--- config.mk ---
export PLATFORM = sky130hd
export DESIGN_NAME = tcoc_top
export DESIGN_NICKNAME = d
export VERILOG_FILES = /design/src/tcoc_top.v /design/src/tcoc_counter.v /design/src/tcoc_chan.v
export VERILOG_INCLUDE_DIRS = /design/src /design/src/src
export SDC_FILE = /design/constraint.sdc
export NUM_CORES = 1
export LEC_CHECK = 0
export ABC_CLOCK_PERIOD_IN_PS = 6600
export BUFFER_PORTS_ARGS = -buffer_cell sky130_fd_sc_hd__buf_2
export CAP_MARGIN = 20
export CORE_UTILIZATION = 31
export CTS_CLUSTER_DIAMETER = 60
export DETAILED_ROUTE_END_ITERATION = 8
export PLACE_DENSITY = 0.52
export SYNTH_ARGS = -nofsm -noshare
export SYNTH_HDL_FRONTEND = slang
export SYNTH_HIERARCHICAL = 1
export SYNTH_SLANG_ARGS = --single-unit
--- constraint.sdc ---
create_clock -name hclk -period 6.6 [get_ports hclk]
set_clock_uncertainty 0.2 [all_clocks]
set_input_delay 0.33 -clock hclk [delete_from_list [all_inputs] [get_ports hclk]]
set_output_delay 0.33 -clock hclk [all_outputs]
set_load 0.005 [all_outputs]
--- src/tcoc_defs.vh ---
// Overview of operation
// - Timer runs on the bus clock; the timer tick enables counting, compare matches, BOTTOM actions, overflow flags and buffered loads.
// - Phase and frequency correct PWM loads compare values from buffer at BOTTOM.
// - Any nonzero compare output mode bit hands the pin to the waveform output.
// - Compare output mode meaning depends on normal/CLEAR_ON_MATCH_MODE, fast PWM or dual-slope.
// - Normal/CLEAR_ON_MATCH_MODE match: 00 disconnected, 01 toggle, 10 drive low, 11 drive high.
// - Fast PWM mode field 01 toggles output A only in modes 14 and 15.
// - Fast PWM 10: clear on compare match, set at BOTTOM.
// - Fast PWM 11: set on compare match, clear at BOTTOM.
// - Fast PWM: match ignored when compare equals TOP, BOTTOM action still done.
// - Dual-slope mode field 01 toggles output A only in modes 9 and 11.
// - Dual-slope 10: clear on match counting up, set on match counting down.
// - Dual-slope 11: set on match counting up, clear on match counting down.
// - Control register A at 0x80, reset 0x00; modes 7:4, waveform bits 1:0.
// - Waveform mode joins two bits of register A with two of register B.
// - Dual-slope counter runs zero up to TOP and back, giving direction.
`ifndef TCOC_DEFS_VH
`define TCOC_DEFS_VH

// Register byte addresses
`define TCOC_ADDR_W 12
`define TCOC_OFS_CTRL_A 12'h080
`define TCOC_OFS_CTRL_B 12'h084
`define TCOC_OFS_CMP_A 12'h088
`define TCOC_OFS_CMP_B 12'h08c
`define TCOC_OFS_CAPTURE 12'h090
`define TCOC_OFS_COUNT 12'h094
`define TCOC_OFS_IRQ_STAT 12'h098
`define TCOC_OFS_IRQ_CLR 12'h09c
`define TCOC_OFS_IRQ_EN 12'h0a0

// Field positions
`define TCOC_CA_MODE_A_HI 7
`define TCOC_CA_MODE_A_LO 6
`define TCOC_CA_MODE_B_HI 5
`define TCOC_CA_MODE_B_LO 4
`define TCOC_CA_WAVE_HI 1
`define TCOC_CA_WAVE_LO 0
`define TCOC_CB_WAVE_HI 4
`define TCOC_CB_WAVE_LO 3
`define TCOC_CA_MASK 8'hf3
`define TCOC_CB_MASK 8'h18

// Reset values
`define TCOC_RST_CTRL 8'h00
`define TCOC_RST_WORD 16'h0000

// Interrupt status bits
`define TCOC_IRQ_W 3
`define TCOC_IRQ_MATCH_A 0
`define TCOC_IRQ_MATCH_B 1
`define TCOC_IRQ_OVF 2

// Counter limits
`define TCOC_BOTTOM 16'h0000
`define TCOC_MAX 16'hffff
`define TCOC_TOP_8 16'h00ff
`define TCOC_TOP_9 16'h01ff
`define TCOC_TOP_10 16'h03ff

// Mode classes
`define TCOC_CLS_NORM 2'h0
`define TCOC_CLS_CTC 2'h1
`define TCOC_CLS_FAST 2'h2
`define TCOC_CLS_DUAL 2'h3

// Waveform modes named for special cases
`define TCOC_WM_FAST_ICR 4'he
`define TCOC_WM_FAST_CMP 4'hf
`define TCOC_WM_PFC_ICR 4'h8
`define TCOC_WM_PFC_CMP 4'h9
`define TCOC_WM_PC_ICR 4'ha
`define TCOC_WM_PC_CMP 4'hb

// Compare output mode field values
`define TCOC_COM_OFF 2'h0
`define TCOC_COM_TOGGLE 2'h1
`define TCOC_COM_CLEAR 2'h2
`define TCOC_COM_SET 2'h3

`endif

--- src/tcoc_top.v ---
`timescale 1ns/100ps
`include "tcoc_defs.vh"

module tcoc_top #(
  parameter W = 16
) (
  input wire hclk,
  input wire hresetn,
  input wire hsel,
  input wire [31:0] haddr,
  input wire [1:0] htrans,
  input wire hwrite,
  input wire [2:0] hsize,
  input wire [31:0] hwdata,
  input wire hready,
  output wire hreadyout,
  output wire hresp,
  output reg [31:0] hrdata,
  input wire timer_tick,
  output wire wave_out_a,
  output wire wave_out_b,
  output wire pin_override_a,
  output wire pin_override_b,
  output wire irq
);

  ////////////////////////////////////////////////////////////////////////////
  // Declarations
  reg [7:0] timer_control_a_q;
  reg [7:0] timer_control_b_q;
  reg [W-1:0] cmp_buf_a_q;
  reg [W-1:0] cmp_buf_b_q;
  reg [W-1:0] cmp_act_a_q;
  reg [W-1:0] cmp_act_b_q;
  reg [W-1:0] capture_value_q;
  reg [`TCOC_IRQ_W-1:0] irq_stat_q;
  reg [`TCOC_IRQ_W-1:0] irq_en_q;
  reg wr_pend_q;
  reg [`TCOC_ADDR_W-1:0] wr_addr_q;
  reg [31:0] rd_d;
  reg [W-1:0] top_d;
  reg upd_at_top;
  reg upd_at_bot;
  reg ovf_evt;
  wire [3:0] waveform_select;
  wire [1:0] cls;
  wire [1:0] cmp_out_mode_a;
  wire [1:0] cmp_out_mode_b;
  wire [W-1:0] count_value;
  wire count_down;
  wire at_top;
  wire at_bottom;
  wire match_a;
  wire match_b;
  wire addr_ok;
  wire [`TCOC_ADDR_W-1:0] addr_lo;
  wire [`TCOC_IRQ_W-1:0] irq_evt;
  wire [`TCOC_IRQ_W-1:0] irq_clr;
  wire upd_now;

  ////////////////////////////////////////////////////////////////////////////
  // Mode class decode from the four-bit waveform mode
  function [1:0] mode_class;
    input [3:0] wm;
    begin
      case (wm)
        4'h0, 4'hd: mode_class = `TCOC_CLS_NORM;
        4'h4, 4'hc: mode_class = `TCOC_CLS_CTC;
        4'h5, 4'h6, 4'h7, 4'he, 4'hf: mode_class = `TCOC_CLS_FAST;
        default: mode_class = `TCOC_CLS_DUAL;
      endcase
    end
  endfunction

  // Waveform mode joined from both control registers
  assign waveform_select = {timer_control_b_q[`TCOC_CB_WAVE_HI:`TCOC_CB_WAVE_LO],
    timer_control_a_q[`TCOC_CA_WAVE_HI:`TCOC_CA_WAVE_LO]};
  assign cls = mode_class(waveform_select);
  // Field placement inside control register A
  assign cmp_out_mode_a =
    timer_control_a_q[`TCOC_CA_MODE_A_HI:`TCOC_CA_MODE_A_LO];
  assign cmp_out_mode_b =
    timer_control_a_q[`TCOC_CA_MODE_B_HI:`TCOC_CA_MODE_B_LO];

  ////////////////////////////////////////////////////////////////////////////
  // TOP source and buffer update point per mode
  always @* begin
    top_d = `TCOC_MAX;
    upd_at_top = 1'b0;
    upd_at_bot = 1'b0;
    case (waveform_select)
      4'h1: begin
        top_d = `TCOC_TOP_8;
        upd_at_top = 1'b1;
      end
      4'h2: begin
        top_d = `TCOC_TOP_9;
        upd_at_top = 1'b1;
      end
      4'h3: begin
        top_d = `TCOC_TOP_10;
        upd_at_top = 1'b1;
      end
      4'h4: top_d = cmp_act_a_q;
      4'h5: begin
        top_d = `TCOC_TOP_8;
        upd_at_bot = 1'b1;
      end
      4'h6: begin
        top_d = `TCOC_TOP_9;
        upd_at_bot = 1'b1;
      end
      4'h7: begin
        top_d = `TCOC_TOP_10;
        upd_at_bot = 1'b1;
      end
      `TCOC_WM_PFC_ICR, `TCOC_WM_FAST_ICR: begin
        top_d = capture_value_q;
        upd_at_bot = 1'b1;
      end
      `TCOC_WM_PFC_CMP, `TCOC_WM_FAST_CMP: begin
        top_d = cmp_act_a_q;
        upd_at_bot = 1'b1;
      end
      `TCOC_WM_PC_ICR: begin
        top_d = capture_value_q;
        upd_at_top = 1'b1;
      end
      `TCOC_WM_PC_CMP: begin
        top_d = cmp_act_a_q;
        upd_at_top = 1'b1;
      end
      4'hc: top_d = capture_value_q;
      default: top_d = `TCOC_MAX;
    endcase
  end

  // Overflow flag point follows the class
  always @* begin
    case (cls)
      `TCOC_CLS_FAST: ovf_evt = timer_tick && at_top;
      `TCOC_CLS_DUAL: ovf_evt = timer_tick && at_bottom;
      default: ovf_evt = timer_tick && (count_value == `TCOC_MAX);
    endcase
  end

  // Buffered loads only on qualifying ticks, immediate otherwise
  assign upd_now = (!upd_at_top && !upd_at_bot) ||
    (timer_tick && ((upd_at_top && at_top) || (upd_at_bot && at_bottom)));

  // Active compare values
  always @(posedge hclk or negedge hresetn) begin
    if (!hresetn) begin
      cmp_act_a_q <= `TCOC_RST_WORD;
      cmp_act_b_q <= `TCOC_RST_WORD;
    end else if (upd_now) begin
      cmp_act_a_q <= cmp_buf_a_q;
      cmp_act_b_q <= cmp_buf_b_q;
    end
  end

  ////////////////////////////////////////////////////////////////////////////
  // Counter and the two output channels
  tcoc_counter #(
    .W(W)
  ) u_counter (
    .hclk(hclk),
    .hresetn(hresetn),
    .tick(timer_tick),
    .cls(cls),
    .top(top_d),
    .count_q(count_value),
    .down_q(count_down),
    .at_top(at_top),
    .at_bottom(at_bottom)
  );

  tcoc_chan #(
    .W(W),
    .IS_A(1)
  ) u_chan_a (
    .hclk(hclk),
    .hresetn(hresetn),
    .tick(timer_tick),
    .com(cmp_out_mode_a),
    .wave_mode(waveform_select),
    .cls(cls),
    .count(count_value),
    .cmp(cmp_act_a_q),
    .top(top_d),
    .down(count_down),
    .at_bottom(at_bottom),
    .wave_q(wave_out_a),
    .match(match_a),
    .override(pin_override_a)
  );

  tcoc_chan #(
    .W(W),
    .IS_A(0)
  ) u_chan_b (
    .hclk(hclk),
    .hresetn(hresetn),
    .tick(timer_tick),
    .com(cmp_out_mode_b),
    .wave_mode(waveform_select),
    .cls(cls),
    .count(count_value),
    .cmp(cmp_act_b_q),
    .top(top_d),
    .down(count_down),
    .at_bottom(at_bottom),
    .wave_q(wave_out_b),
    .match(match_b),
    .override(pin_override_b)
  );

  ////////////////////////////////////////////////////////////////////////////
  // AHB-Lite slave, zero wait states, always OKAY
  assign hreadyout = 1'b1;
  assign hresp = 1'b0;
  assign addr_lo = haddr[`TCOC_ADDR_W-1:0];
  assign addr_ok = hsel && hready && htrans[1];

  // Address phase capture for writes
  always @(posedge hclk or negedge hresetn) begin
    if (!hresetn) begin
      wr_pend_q <= 1'b0;
      wr_addr_q <= {`TCOC_ADDR_W{1'b0}};
    end else if (hready) begin
      wr_pend_q <= addr_ok && hwrite;
      wr_addr_q <= addr_lo;
    end
  end

  // Read mux, unmapped addresses read zero
  always @* begin
    rd_d = 32'h0000_0000;
    case (addr_lo)
      `TCOC_OFS_CTRL_A: rd_d[7:0] = timer_control_a_q;
      `TCOC_OFS_CTRL_B: rd_d[7:0] = timer_control_b_q;
      `TCOC_OFS_CMP_A: rd_d[W-1:0] = cmp_buf_a_q;
      `TCOC_OFS_CMP_B: rd_d[W-1:0] = cmp_buf_b_q;
      `TCOC_OFS_CAPTURE: rd_d[W-1:0] = capture_value_q;
      `TCOC_OFS_COUNT: rd_d[W-1:0] = count_value;
      `TCOC_OFS_IRQ_STAT: rd_d[`TCOC_IRQ_W-1:0] = irq_stat_q;
      `TCOC_OFS_IRQ_EN: rd_d[`TCOC_IRQ_W-1:0] = irq_en_q;
      default: rd_d = 32'h0000_0000;
    endcase
  end

  // Read data registered for the data phase
  always @(posedge hclk or negedge hresetn) begin
    if (!hresetn) begin
      hrdata <= 32'h0000_0000;
    end else if (addr_ok && !hwrite) begin
      hrdata <= rd_d;
    end
  end

  // Register writes in the data phase
  always @(posedge hclk or negedge hresetn) begin
    if (!hresetn) begin
      timer_control_a_q <= `TCOC_RST_CTRL;
      timer_control_b_q <= `TCOC_RST_CTRL;
      cmp_buf_a_q <= `TCOC_RST_WORD;
      cmp_buf_b_q <= `TCOC_RST_WORD;
      capture_value_q <= `TCOC_RST_WORD;
      irq_en_q <= {`TCOC_IRQ_W{1'b0}};
    end else if (wr_pend_q) begin
      case (wr_addr_q)
        `TCOC_OFS_CTRL_A: timer_control_a_q <= hwdata[7:0] & `TCOC_CA_MASK;
        `TCOC_OFS_CTRL_B: timer_control_b_q <= hwdata[7:0] & `TCOC_CB_MASK;
        `TCOC_OFS_CMP_A: cmp_buf_a_q <= hwdata[W-1:0];
        `TCOC_OFS_CMP_B: cmp_buf_b_q <= hwdata[W-1:0];
        `TCOC_OFS_CAPTURE: capture_value_q <= hwdata[W-1:0];
        `TCOC_OFS_IRQ_EN: irq_en_q <= hwdata[`TCOC_IRQ_W-1:0];
        default: irq_en_q <= irq_en_q;
      endcase
    end
  end

  ////////////////////////////////////////////////////////////////////////////
  // Sticky status, write-one clear, set wins over clear
  assign irq_evt = {ovf_evt, match_b, match_a};
  assign irq_clr = (wr_pend_q && wr_addr_q == `TCOC_OFS_IRQ_CLR) ?
    hwdata[`TCOC_IRQ_W-1:0] : {`TCOC_IRQ_W{1'b0}};

  always @(posedge hclk or negedge hresetn) begin
    if (!hresetn) begin
      irq_stat_q <= {`TCOC_IRQ_W{1'b0}};
    end else begin
      irq_stat_q <= (irq_stat_q & ~irq_clr) | irq_evt;
    end
  end

  // Level interrupt while any enabled bit is set
  assign irq = |(irq_stat_q & irq_en_q);

endmodule

--- src/tcoc_counter.v ---
`timescale 1ns/100ps
`include "tcoc_defs.vh"

module tcoc_counter #(
  parameter W = 16
) (
  input wire hclk,
  input wire hresetn,
  input wire tick,
  input wire [1:0] cls,
  input wire [W-1:0] top,
  output reg [W-1:0] count_q,
  output reg down_q,
  output wire at_top,
  output wire at_bottom
);

  assign at_top = (count_q == top);
  assign at_bottom = (count_q == `TCOC_BOTTOM);

  // Counting sequence, advanced only on ticks
  always @(posedge hclk or negedge hresetn) begin
    if (!hresetn) begin
      count_q <= `TCOC_RST_WORD;
      down_q <= 1'b0;
    end else if (tick) begin
      case (cls)
        `TCOC_CLS_NORM: begin
          count_q <= count_q + 1'b1;
          down_q <= 1'b0;
        end
        `TCOC_CLS_CTC, `TCOC_CLS_FAST: begin
          count_q <= at_top ? `TCOC_BOTTOM : count_q + 1'b1;
          down_q <= 1'b0;
        end
        `TCOC_CLS_DUAL: begin
          // Up to TOP, down to BOTTOM, each held one tick
          if (!down_q) begin
            if (count_q >= top) begin
              down_q <= 1'b1;
              count_q <= at_bottom ? `TCOC_BOTTOM : count_q - 1'b1;
            end else begin
              count_q <= count_q + 1'b1;
            end
          end else if (at_bottom) begin
            down_q <= 1'b0;
            count_q <= at_top ? `TCOC_BOTTOM : count_q + 1'b1;
          end else begin
            count_q <= count_q - 1'b1;
          end
        end
        default: begin
          count_q <= count_q;
          down_q <= down_q;
        end
      endcase
    end
  end

endmodule

--- src/tcoc_chan.v ---
`timescale 1ns/100ps
`include "tcoc_defs.vh"

module tcoc_chan #(
  parameter W = 16,
  parameter IS_A = 1
) (
  input wire hclk,
  input wire hresetn,
  input wire tick,
  input wire [1:0] com,
  input wire [3:0] wave_mode,
  input wire [1:0] cls,
  input wire [W-1:0] count,
  input wire [W-1:0] cmp,
  input wire [W-1:0] top,
  input wire down,
  input wire at_bottom,
  output reg wave_q,
  output wire match,
  output wire override
);

  wire toggle_ok;

  // Match on the tick in which count equals compare
  assign match = tick && (count == cmp);
  // Pin handed over whenever the field is nonzero
  assign override = |com;
  // Toggle allowed only for channel A in fast modes 14 and 15 and dual-slope modes 9 and 11
  assign toggle_ok = (IS_A != 0) && ((cls == `TCOC_CLS_FAST) ?
    (wave_mode == `TCOC_WM_FAST_ICR || wave_mode == `TCOC_WM_FAST_CMP) :
    (wave_mode == `TCOC_WM_PFC_CMP || wave_mode == `TCOC_WM_PC_CMP));

  // Waveform register, action decided by mode class
  always @(posedge hclk or negedge hresetn) begin
    if (!hresetn) begin
      wave_q <= 1'b0;
    end else begin
      case (cls)
        `TCOC_CLS_NORM, `TCOC_CLS_CTC: begin
          if (match) begin
            case (com)
              `TCOC_COM_TOGGLE: wave_q <= ~wave_q;
              `TCOC_COM_CLEAR: wave_q <= 1'b0;
              `TCOC_COM_SET: wave_q <= 1'b1;
              default: wave_q <= wave_q;
            endcase
          end
        end
        `TCOC_CLS_FAST: begin
          if (com == `TCOC_COM_TOGGLE) begin
            if (match && toggle_ok) wave_q <= ~wave_q;
          end else if (com[1]) begin
            // Compare equal to TOP skips match, BOTTOM still acts
            if (match && cmp != top) begin
              wave_q <= com[0];
            end else if (tick && at_bottom) begin
              wave_q <= ~com[0];
            end
          end
        end
        `TCOC_CLS_DUAL: begin
          if (com == `TCOC_COM_TOGGLE) begin
            if (match && toggle_ok) wave_q <= ~wave_q;
          end else if (com[1] && match) begin
            wave_q <= com[0] ^ down;
          end
        end
        default: wave_q <= wave_q;
      endcase
    end
  end

endmodule

==> results of run 1 <==
## state kept, by name, summed over array words and instances (netlist names)
| register | cells |
|---|---|
| wr_pend_q | 1 |
| irq_en_q | 3 |
| timer_control_b_q | 2 |
| irq_stat_q | 3 |
| timer_control_a_q | 6 |
| u_chan_b/wave_q | 1 |
| u_chan_a/wave_q | 1 |
| u_counter/down_q | 1 |
| cmp_act_b_q | 16 |
| cmp_buf_a_q | 16 |
| u_counter/count_q | 16 |
| cmp_buf_b_q | 16 |
| cmp_act_a_q | 16 |
| capture_value_q | 16 |
| wr_addr_q | 12 |
| hrdata | 16 |
## cell families after synthesis
group                      Yosys count
other                                2
DFF                                142
buffers and inverters               97
muxes                              138
adders and majority gates           24
AOI/OAI and AO/OA                  179
xor gates and xnor gates            67
and+or+nand+nor                    288
## how the worst max path moves through the flow
stage,from,endpoint,depth (start not counted)
floorplan,timer_control_b_q[3]$_DFFE_PN0P_,u_counter/count_q[7]$_DFFE_PN0P_,16
global placement,timer_control_b_q[3]$_DFFE_PN0P_,cmp_act_b_q[14]$_DFFE_PN0P_,16
detailed placement,timer_control_b_q[3]$_DFFE_PN0P_,cmp_act_b_q[5]$_DFFE_PN0P_,16
CTS,timer_control_b_q[3]$_DFFE_PN0P_,cmp_act_a_q[12]$_DFFE_PN0P_,16
global route,timer_control_b_q[3]$_DFFE_PN0P_,cmp_act_b_q[6]$_DFFE_PN0P_,16
finish,timer_control_b_q[3]$_DFFE_PN0P_,cmp_act_a_q[12]$_DFFE_PN0P_,16
## power groups by stage
stage	clock network (mW)	registers (mW)	logic, mW
finish	0.973	1.07	0.474
global route	1.03	1.08	0.536
CTS	0.993	1.07	0.473
detailed placement	0	1.09	0.459
global placement	0	1.09	0.457
floorplan	0	1.01	0.370
## repair_timing
item	CTS	global route
hold endpoints to repair	115	0
buffers inserted	0	0
hold buffers	20	0
## routing by layer
layer / GRT usage [%] / vias to the layer above
met3: 2.55 / 31
met5: 0 / -
li1: - / 3506
met4: 6.52 / 0
met1: 26.0 / 3710
met2: 27.8 / 192
## critical path: stages, from the launching register on
cell and delay (ns):
dfrtp_1 0.83, nor2b_1 0.21, buf_4 0.24, nor2_1 0.06, nand2_1 0.06, o21ai_0 0.10, a21oi_1 0.38, inv_1 0.09
ha_1 0.30, nand4_1 0.13, nor4_1 0.30, buf_4 0.18, mux2i_1 0.07, o32ai_1 0.16, a21bo_1 0.52, buf_12 0.25
mux2_2 0.35
## cells in the mapped netlist (6+ instances only)
library cell / instances / share of area, %
dfrtp_1: 142 / 38
nor3_1: 23 / 1.2
mux2i_1: 27 / 2.9
mux2_4: 11 / 1.8
o22a_1: 7 / 0.66
a21oi_1: 45 / 2.4
clkbuf_1: 23 / 0.93
xor2_1: 47 / 4.4
a211oi_1: 11 / 0.89
buf_4: 19 / 1.5
nand2b_1: 14 / 0.95
nand3_1: 18 / 0.97
mux2_2: 98 / 12
inv_1: 38 / 1.5
o21ai_0: 46 / 2.5
and3_1: 6 / 0.41
o22ai_1: 7 / 0.47
nor2b_1: 8 / 0.54
nand2_1: 68 / 2.8
nand4_1: 17 / 1.1
ha_1: 24 / 3.2
or3_1: 10 / 0.68
nor4_1: 24 / 1.6
nor2_1: 59 / 2.4
a21o_1: 6 / 0.49
xnor2_1: 20 / 1.9
buf_2: 7 / 0.38
## final cells by class
type	count	area [um2]
Clock buffer	17	425
Clock inverter	15	171
Fill cell	3002	18300
Inverter	39	146
Multi-Input combinational cell	714	5280
Sequential cell	142	3550
Tap cell	384	480
Timing Repair Buffer	88	607
==> impl_metrics.csv, run 1 <==
group,metric,value,unit
grt,grt_pass1_wl,42900,um
placed_design,placed_cells,1346,
synthesis,synthDistinctLibCells,85,
route,post_drt_via_cell_ratio,5.32,
outcome,outcome,"finished, final reports clean",
clock_tree,clock_sinks,142,
placed_design,gp_routability_congestion,0.894,
power,p_switching,0.882,mW
grt,grt_overflow,0,
synthesis,syn-mean-instance-area,9.88,um2
route,drt_drc_violations_left,0,
route,via_count,7439,
setup_path,criticalPathCategory,"reg2reg",
synthesis,yosysSeqAreaShare,38.4,%
setup_path,required,6.71,ns
timing,final_period_minus_worst_setup_slack,4.59,ns
power,p_comb_share,18.8,%
hold_path,hold_path_depth,2,
clock_tree,clock_root_buffer_master,"clkbuf_16",
setup_path,critPathArrivalTime,4.70,ns
power,netSwitchingFraction,35.0,%
job,drv_cap,0,
synthesis,synthArstFlopShare,100,%
finish,post-route-util,36.8,%
route,met2RoutedLength,12200,um
timing,worst_slack,2.01,ns
timing,fmax,218,MHz
synthesis,netlist_instances,937,
synthesis,synth_top_family_by_area,"multiplexers",
clock_tree,cts_buffers,17,
hold_path,hold_class,"in2reg",
finish,stdcell_area,10700,um2
route,routed_wl,26800,um
setup_path,ff2ff_path_depth,16,
timing,slew_viol_final,0,
floorplan,chipWidth,175,um
timing,tightest_slew,0.961,ns
synthesis,synth_fa_ha_area_share,3.24,%
placed_design,place_hpwl,19200,um
floorplan,num_rows,62,
clock_tree,maximum_root_to_sink_buffer_count,2,
timing,timing_hold_violations_final,0,
grt,grt_pass1_vias,7295,
placed_design,placed_cell_area,9850,um2
placed_design,place_ws,2.07,ns
route,detail-route-antenna-nets,0,
clock_tree,tritoncts_clock_tree,"done",
power,total_power,2.52,mW
timing,setup_repair_after_global_routing_missed_its_margin,"no",
synthesis,number_of_enable_type_register_cells_in_the_synthesized_netlist,0,
finish,instances_no_fill,1399,
placed_design,buffer_ports.inserted,55,
synthesis,muxShareOfSynthArea,17.1,%
hold_path,worst_hold_path.endpoint,"timer_control_a_q[7]$_DFFE_PN0P_",
synthesis,compound_gate_portion_of_the_synthesized_area,12.8,%
timing,hold_ws,0.00842,ns
floorplan,initial_utilization,31.9,%
setup_path,r2r-start,"timer_control_b_q[3]$_DFFE_PN0P_",
setup_path,worstReg2RegEnd,"cmp_act_a_q[12]$_DFFE_PN0P_",
power,power.internal,1.64,mW
clock_tree,clkSlewWorstSetupHoldPaths,0.07,ns
setup_path,critPathMaxFanout,22,
clock_tree,htree_num_levels,4,
floorplan,design.die.area,30600,um2
synthesis,post_synth_and_or_nand_nor_area_fraction,16.8,%
finish,insertedDiodeCount,0,
route,met3_wirelength,1180,um
power,total_leakage_power,4.78,nW
synthesis,post_synth_xor_area_fraction,6.34,%
setup_path,cp_launch_type,"flip-flop",
floorplan,die_y,175,um
floorplan,design.portCount,114,
power,max-vdd-ir-drop,0.000155,V
synthesis,ys.flop_type,"dfrtp_1",
route,routed.top_layer,"met4",
clock_tree,post_cts_resize_count,0,
power,p_clk_share,38.6,%
route,first_pass_iteration_count_of_the_detailed_router,5,
timing,tns,0,ns
route,drt_first_iter_violations,477,
setup_path,timing.critical_path.to_type,"flip-flop",
timing,finalCritPeriodShare,69.5,%
power,p_per_area,236,nW/um2
synthesis,post_synth_instance_area,9260,um2
synthesis,yosys_warn_count,6,
hold_path,min-delay-start,"hwdata[7]",
timing,count_of_final_setup_violators,0,
finish,num-nets-final,1101,
finish,layout.cells.most_common_list,"142 x dfrtp_1, 98 x mux2_2, 68 x nand2_1, 59 x nor2_1, 54 x buf_2",
finish,area.growth.synth_to_final,15.2,%
grt,antenna_violations_before_repair,0,
finish,drive_gt1_share,23.3,%
grt,grt_start_max_net_pins,79,
timing,timing.slew.headroom,35.6,%
clock_tree,clk-insertion-delay-late,0.44,ns
setup_path,rrSetupSlack,2.01,ns
grt,all_layer_gr_usage,18.2,%
synthesis,synth_seq_cells,142,
floorplan,core_area,29000,um2
finish,mostFrequentLayoutCell,"dfrtp_1",
route,post_drt_wl_per_cell,19.2,um
route,wl_met1,12900,um
power,share_seq_of_total_power,42.6,%
Power figures use the tool's default switching activity.
==> run 2: changes to the inputs <==
ABC_CLOCK_PERIOD_IN_PS = 4400   (was 6600)
clock period = 4.4 ns   (was 6.6 ns; I/O delays follow)
==> impl_metrics.csv, run 2 (same netlist as run 1, synthesis figures left out) <==
group,metric,value,unit
clock_tree,clock_root_buffer_master,"clkbuf_16",
grt,grt_pass1_vias,7344,
clock_tree,tritoncts_clock_tree,"done",
power,p_switching,1.36,mW
floorplan,design.portCount,114,
placed_design,gp_routability_congestion,0.912,
finish,post-route-util,37.6,%
timing,final_period_minus_worst_setup_slack,4.13,ns
finish,area.growth.synth_to_final,17.7,%
route,post_drt_wl_per_cell,19.2,um
grt,global_route_met3_usage,2.85,%
setup_path,cp_launch_type,"flip-flop",
route,post_drt_via_cell_ratio,5.29,
power,p_comb_share,22.0,%
setup_path,crit_family,"simple AND/OR/NAND/NOR gates",
clock_tree,clk-insertion-delay-late,0.44,ns
clock_tree,clkSlewWorstSetupHoldPaths,0.08,ns
timing,setup_repair_after_global_routing_missed_its_margin,"no",
floorplan,chipWidth,175,um
floorplan,core_area,29000,um2
setup_path,ff2ff_path_depth,11,
outcome,outcome,"finished, final reports clean",
floorplan,die_y,175,um
setup_path,timing.critical_path.to_type,"flip-flop",
power,share_seq_of_total_power,39.4,%
timing,slew_viol_final,0,
route,drt_drc_violations_left,0,
power,p_per_area,354,nW/um2
grt,grt_overflow,0,
setup_path,criticalPathCategory,"reg2reg",
timing,finalCritPeriodShare,93.9,%
grt,grt_start_max_net_pins,86,
power,max-vdd-ir-drop,0.000181,V
job,drv_cap,0,
route,routed_wl,27400,um
route,via_count,7533,
finish,stdcell_area,10900,um2
setup_path,critPathArrivalTime,4.24,ns
setup_path,critical_path_buf_inv_count,1,
clock_tree,maximum_root_to_sink_buffer_count,2,
route,detail-route-antenna-nets,0,
grt,grt_pass1_wl,43300,um
floorplan,initial_utilization,31.9,%
setup_path,critical-path-max-stage-delay,0.71,ns
power,netSwitchingFraction,35.1,%
power,power.internal,2.51,mW
route,first_pass_iteration_count_of_the_detailed_router,5,
timing,count_of_final_setup_violators,0,
finish,insertedDiodeCount,0,
floorplan,design.die.area,30600,um2
setup_path,critical_path.slowest_cell,"dfrtp_1",
route,drt_first_iter_violations,596,
setup_path,critPathMaxFanout,18,
timing,fmax,242,MHz
timing,timing.slew.headroom,37.5,%
finish,filler_cell_count,2978,
clock_tree,clock_sinks,142,
power,total_power,3.86,mW
finish,num-nets-final,1127,
setup_path,critical_path_cell_count,11,
power,total_leakage_power,4.91,nW
grt,met1_usage,26.4,%
timing,tightest_slew,0.932,ns
placed_design,placed_cell_area,9990,um2
grt,antenna_violations_before_repair,0,
timing,timing_hold_violations_final,0,
finish,layout.cells.most_common_list,"142 x dfrtp_1, 98 x mux2_2, 68 x nand2_1, 59 x nor2_1, 54 x buf_2",
placed_design,place_ws,0.363,ns
clock_tree,htree_num_levels,4,
grt,gr-max-usage-layer,"met2",
timing,tns,0,ns
power,p_clk_share,38.6,%
clock_tree,post_cts_resize_count,0,
hold_path,hold_class,"in2reg",
setup_path,worstPathCellList,"nand2_1 -> o22ai_1 -> inv_1 -> ha_1 -> nand4_1 -> nor2_1 -> a2111oi_0 -> nand3_1 -> nand2_4 -> a21oi_1 -> or3_1",
grt,all_layer_gr_usage,18.4,%
finish,drive_gt1_share,24.3,%
setup_path,required,4.51,ns
placed_design,buffer_ports.inserted,55,
clock_tree,cts_buffers,17,
floorplan,num_rows,62,
placed_design,place_hpwl,19800,um
grt,gr-usage-met2,28.6,%
finish,mostFrequentLayoutCell,"dfrtp_1",
timing,worst_slack,0.269,ns
hold_path,hold_path_depth,2,
run 2: cell types whose count changed in the layout (fill, tap and decap cells not counted), sizes merged:
cell,before,now
dlygate4sd3,20,29
inv,45,47
clkinvlp,0,1
buf,68,85
clkinv,9,6
run 2: cell type report:
| cell class | instances | area (um2) | share of cell area (%) |
|---|---|---|---|
| multi-input cells | 714 | 5280 | 48.5 |
| clock buffers | 17 | 425 | 3.90 |
| well taps | 384 | 480 | 4.41 |
| clock inverters | 15 | 188 | 1.72 |
| inverters | 39 | 146 | 1.34 |
| flip-flops and latches | 142 | 3550 | 32.6 |
| repair buffers | 114 | 822 | 7.54 |
run 2: timing repair:
| action | 4_1_cts | 5_1_grt |
|---|---|---|
| hold buffers | 29 | 0 |
| buffers inserted | 0 | 0 |
| endpoints found under the setup margin | 0 | 0 |
| hold endpoints to repair | 131 | 0 |
run 2: worst paths after layout:
check                                                    end                             start  slack, ns
max in group asynchronous   timer_control_a_q[7]$_DFFE_PN0P_                           hresetn       3.02
max                        u_counter/count_q[14]$_DFFE_PN0P_  timer_control_b_q[4]$_DFFE_PN0P_       0.27
max reg2reg                u_counter/count_q[14]$_DFFE_PN0P_  timer_control_b_q[4]$_DFFE_PN0P_       0.27
min reg2reg                           hrdata[12]$_DFFE_PN0P_            hrdata[12]$_DFFE_PN0P_       0.28
min in group asynchronous  u_counter/count_q[10]$_DFFE_PN0P_                           hresetn       0.12
min                                wr_addr_q[10]$_DFFE_PN0P_                            hready       0.06
run 2: power groups by stage:
| stage | logic, mW | clock network, mW | registers (mW) |
|---|---|---|---|
| final | 0.849 | 1.49 | 1.52 |
| after global placement | 0.816 | 0 | 1.55 |
| after detailed placement | 0.820 | 0 | 1.55 |
| after floorplan | 0.555 | 0 | 1.52 |
| after global routing | 0.946 | 1.58 | 1.53 |
| after CTS | 0.845 | 1.53 | 1.52 |
run 2: stage by stage:
step,cells,hold WS (ns)
global route,1425,0.0680
finish,1425,0.0613
global placement,1364,0.0429
detailed placement,1364,0.0396
CTS,1425,0.0540
floorplan,953,-0.276
run 2: metal layers:
| layer | wire length (um) | up-vias |
|---|---|---|
| li1 | - | 3577 |
| met1 | 13400 | 3737 |
| met2 | 12500 | 192 |
| met3 | 1160 | 27 |
| met4 | 389 | 0 |
| met5 | 0 | - |
==> run 3: changes to the inputs <==
CORE_UTILIZATION = 25   (was 31)
PLACE_DENSITY = 0.45   (was 0.52)
==> impl_metrics.csv, run 3 (same netlist as run 1, synthesis figures left out) <==
group,metric,value,unit
setup_path,critPathArrivalTime,4.05,ns
grt,all_layer_gr_usage,15.9,%
clock_tree,maximum_root_to_sink_buffer_count,2,
route,first_pass_iteration_count_of_the_detailed_router,7,
route,detail-route-antenna-nets,0,
route,drt_first_iter_violations,535,
power,total_power,3.99,mW
setup_path,critPathMaxFanout,20,
floorplan,design.portCount,114,
outcome,outcome,"finished with violations",
finish,area.growth.synth_to_final,19.3,%
timing,final_period_minus_worst_setup_slack,3.98,ns
clock_tree,clkSlewWorstSetupHoldPaths,0.07,ns
setup_path,crit_family,"compound AO/OA/AOI/OAI gates",
timing,fmax,251,MHz
finish,drive_gt1_share,24.5,%
setup_path,critical_path_buf_inv_count,2,
setup_path,cp_launch_type,"flip-flop",
finish,layout.cells.most_common_list,"142 x dfrtp_1, 98 x mux2_2, 68 x nand2_1, 59 x nor2_1, 54 x buf_2",
grt,antenna_violations_before_repair,0,
grt,grt_start_max_net_pins,91,
clock_tree,post_cts_resize_count,0,
job,drv_cap,0,
placed_design,buffer_ports.inserted,55,
floorplan,chipWidth,194,um
floorplan,die_y,194,um
clock_tree,clock_sinks,142,
setup_path,critical-path-max-stage-delay,0.57,ns
placed_design,place_hpwl,21100,um
floorplan,initial_utilization,25.4,%
timing,finalCritPeriodShare,90.5,%
setup_path,timing.critical_path.to_type,"flip-flop",
grt,grt_pass1_wl,46200,um
power,p_per_area,361,nW/um2
outcome,failing_checks,"DRC",
placed_design,gp_routability_congestion,0.914,
setup_path,worstPathCellList,"buf_4 -> a211oi_1 -> a21oi_1 -> o22ai_1 -> inv_1 -> ha_1 -> nand4_1 -> nor2_1 -> a2111oi_0 -> and3_1 -> o21ai_0 -> o211ai_1 -> o311ai_0",
timing,tightest_slew,0.931,ns
route,post_drt_via_cell_ratio,5.00,
grt,grt_overflow,0,
timing,tns,0,ns
finish,post-route-util,30.3,%
finish,insertedDiodeCount,0,
grt,grt_pass1_vias,7462,
floorplan,num_rows,70,
finish,mostFrequentLayoutCell,"dfrtp_1",
timing,setup_repair_after_global_routing_missed_its_margin,"no",
route,routed_wl,29100,um
setup_path,criticalPathCategory,"reg2reg",
route,drt_drc_violations_left,2,
power,total_leakage_power,4.94,nW
route,post_drt_wl_per_cell,19.3,um
timing,timing.slew.headroom,37.9,%
clock_tree,htree_num_levels,4,
finish,num-nets-final,1129,
setup_path,required,4.47,ns
timing,timing_hold_violations_final,0,
power,max-vdd-ir-drop,0.000273,V
timing,slew_viol_final,0,
timing,hold_ws,0.0374,ns
clock_tree,tritoncts_clock_tree,"done",
floorplan,core_area,36500,um2
finish,filler_cell_count,3792,
clock_tree,clk-insertion-delay-late,0.44,ns
clock_tree,cts_buffers,17,
hold_path,hold_class,"in2reg",
floorplan,design.die.area,37800,um2
clock_tree,clock_root_buffer_master,"clkbuf_16",
timing,count_of_final_setup_violators,0,
route,via_count,7554,
setup_path,critical_path.slowest_cell,"dfrtp_1",
[run 3: cell types whose count changed in the layout (fill, tap and decap cells not counted), moves of 2 or more]
cell / before / now
bufinv_16: 0 / 3
clkinv_4: 0 / 2
inv_8: 5 / 3
clkinv_8: 5 / 1
buf_4: 28 / 30
[run 3: area by class of cell]
| type | instances | area (um2) | area share [%] |
|---|---|---|---|
| clock inverters | 14 | 198 | 1.79 |
| inverters | 39 | 146 | 1.32 |
| repair buffers | 116 | 847 | 7.67 |
| clock buffers | 18 | 439 | 3.97 |
| well taps | 468 | 586 | 5.30 |
| multi-input cells | 714 | 5280 | 47.8 |
| flip-flops and latches | 142 | 3550 | 32.2 |
[run 3: stage by stage]
step	worst slack, ns	cells	cell area, um2
after floorplan	0.573	953	9320
after global placement	0.340	1450	10100
after detailed placement	0.327	1450	10100
after CTS	0.309	1510	11000
after global routing	0.0233	1511	11100
final	0.418	1511	11100
[run 3: what timing repair did]
item	CTS	global route
setup endpoints to repair	0	5
hold buffers	28	0
buffers inserted	0	1
hold endpoints to repair	125	0
[run 3: routing by layer]
metal | wire length [um] | vias to the layer above | global-route usage [%]
met5 | 0 | - | 0
met4 | 326 | 0 | 3.82
met3 | 964 | 20 | 2.43
met2 | 13500 | 174 | 25.2
met1 | 14300 | 3786 | 22.5
li1 | - | 3574 | -
[run 3: worst paths after layout]
path | cells after the start | from | slack [ns] | endpoint
min in group asynchronous | 2 | hresetn | 0.10 | u_counter/count_q[10]$_DFFE_PN0P_
max | 13 | timer_control_b_q[4]$_DFFE_PN0P_ | 0.42 | u_counter/count_q[13]$_DFFE_PN0P_
min reg2reg | 2 | hrdata[10]$_DFFE_PN0P_ | 0.27 | hrdata[10]$_DFFE_PN0P_
min | 2 | hready | 0.04 | wr_pend_q$_DFFE_PN0P_
max reg2reg | 13 | timer_control_b_q[4]$_DFFE_PN0P_ | 0.42 | u_counter/count_q[13]$_DFFE_PN0P_
max in group asynchronous | 3 | hresetn | 3.01 | cmp_act_a_q[4]$_DFFE_PN0P_
[run 3: power breakdown]
| part | switching (mW) | internal (mW) | total, mW |
|---|---|---|---|
| combinational | 0.521 | 0.371 | 0.893 |
| sequential | 0.134 | 1.37 | 1.51 |
| clock | 0.656 | 0.932 | 1.59 |
| total | 1.31 | 2.68 | 3.99 |
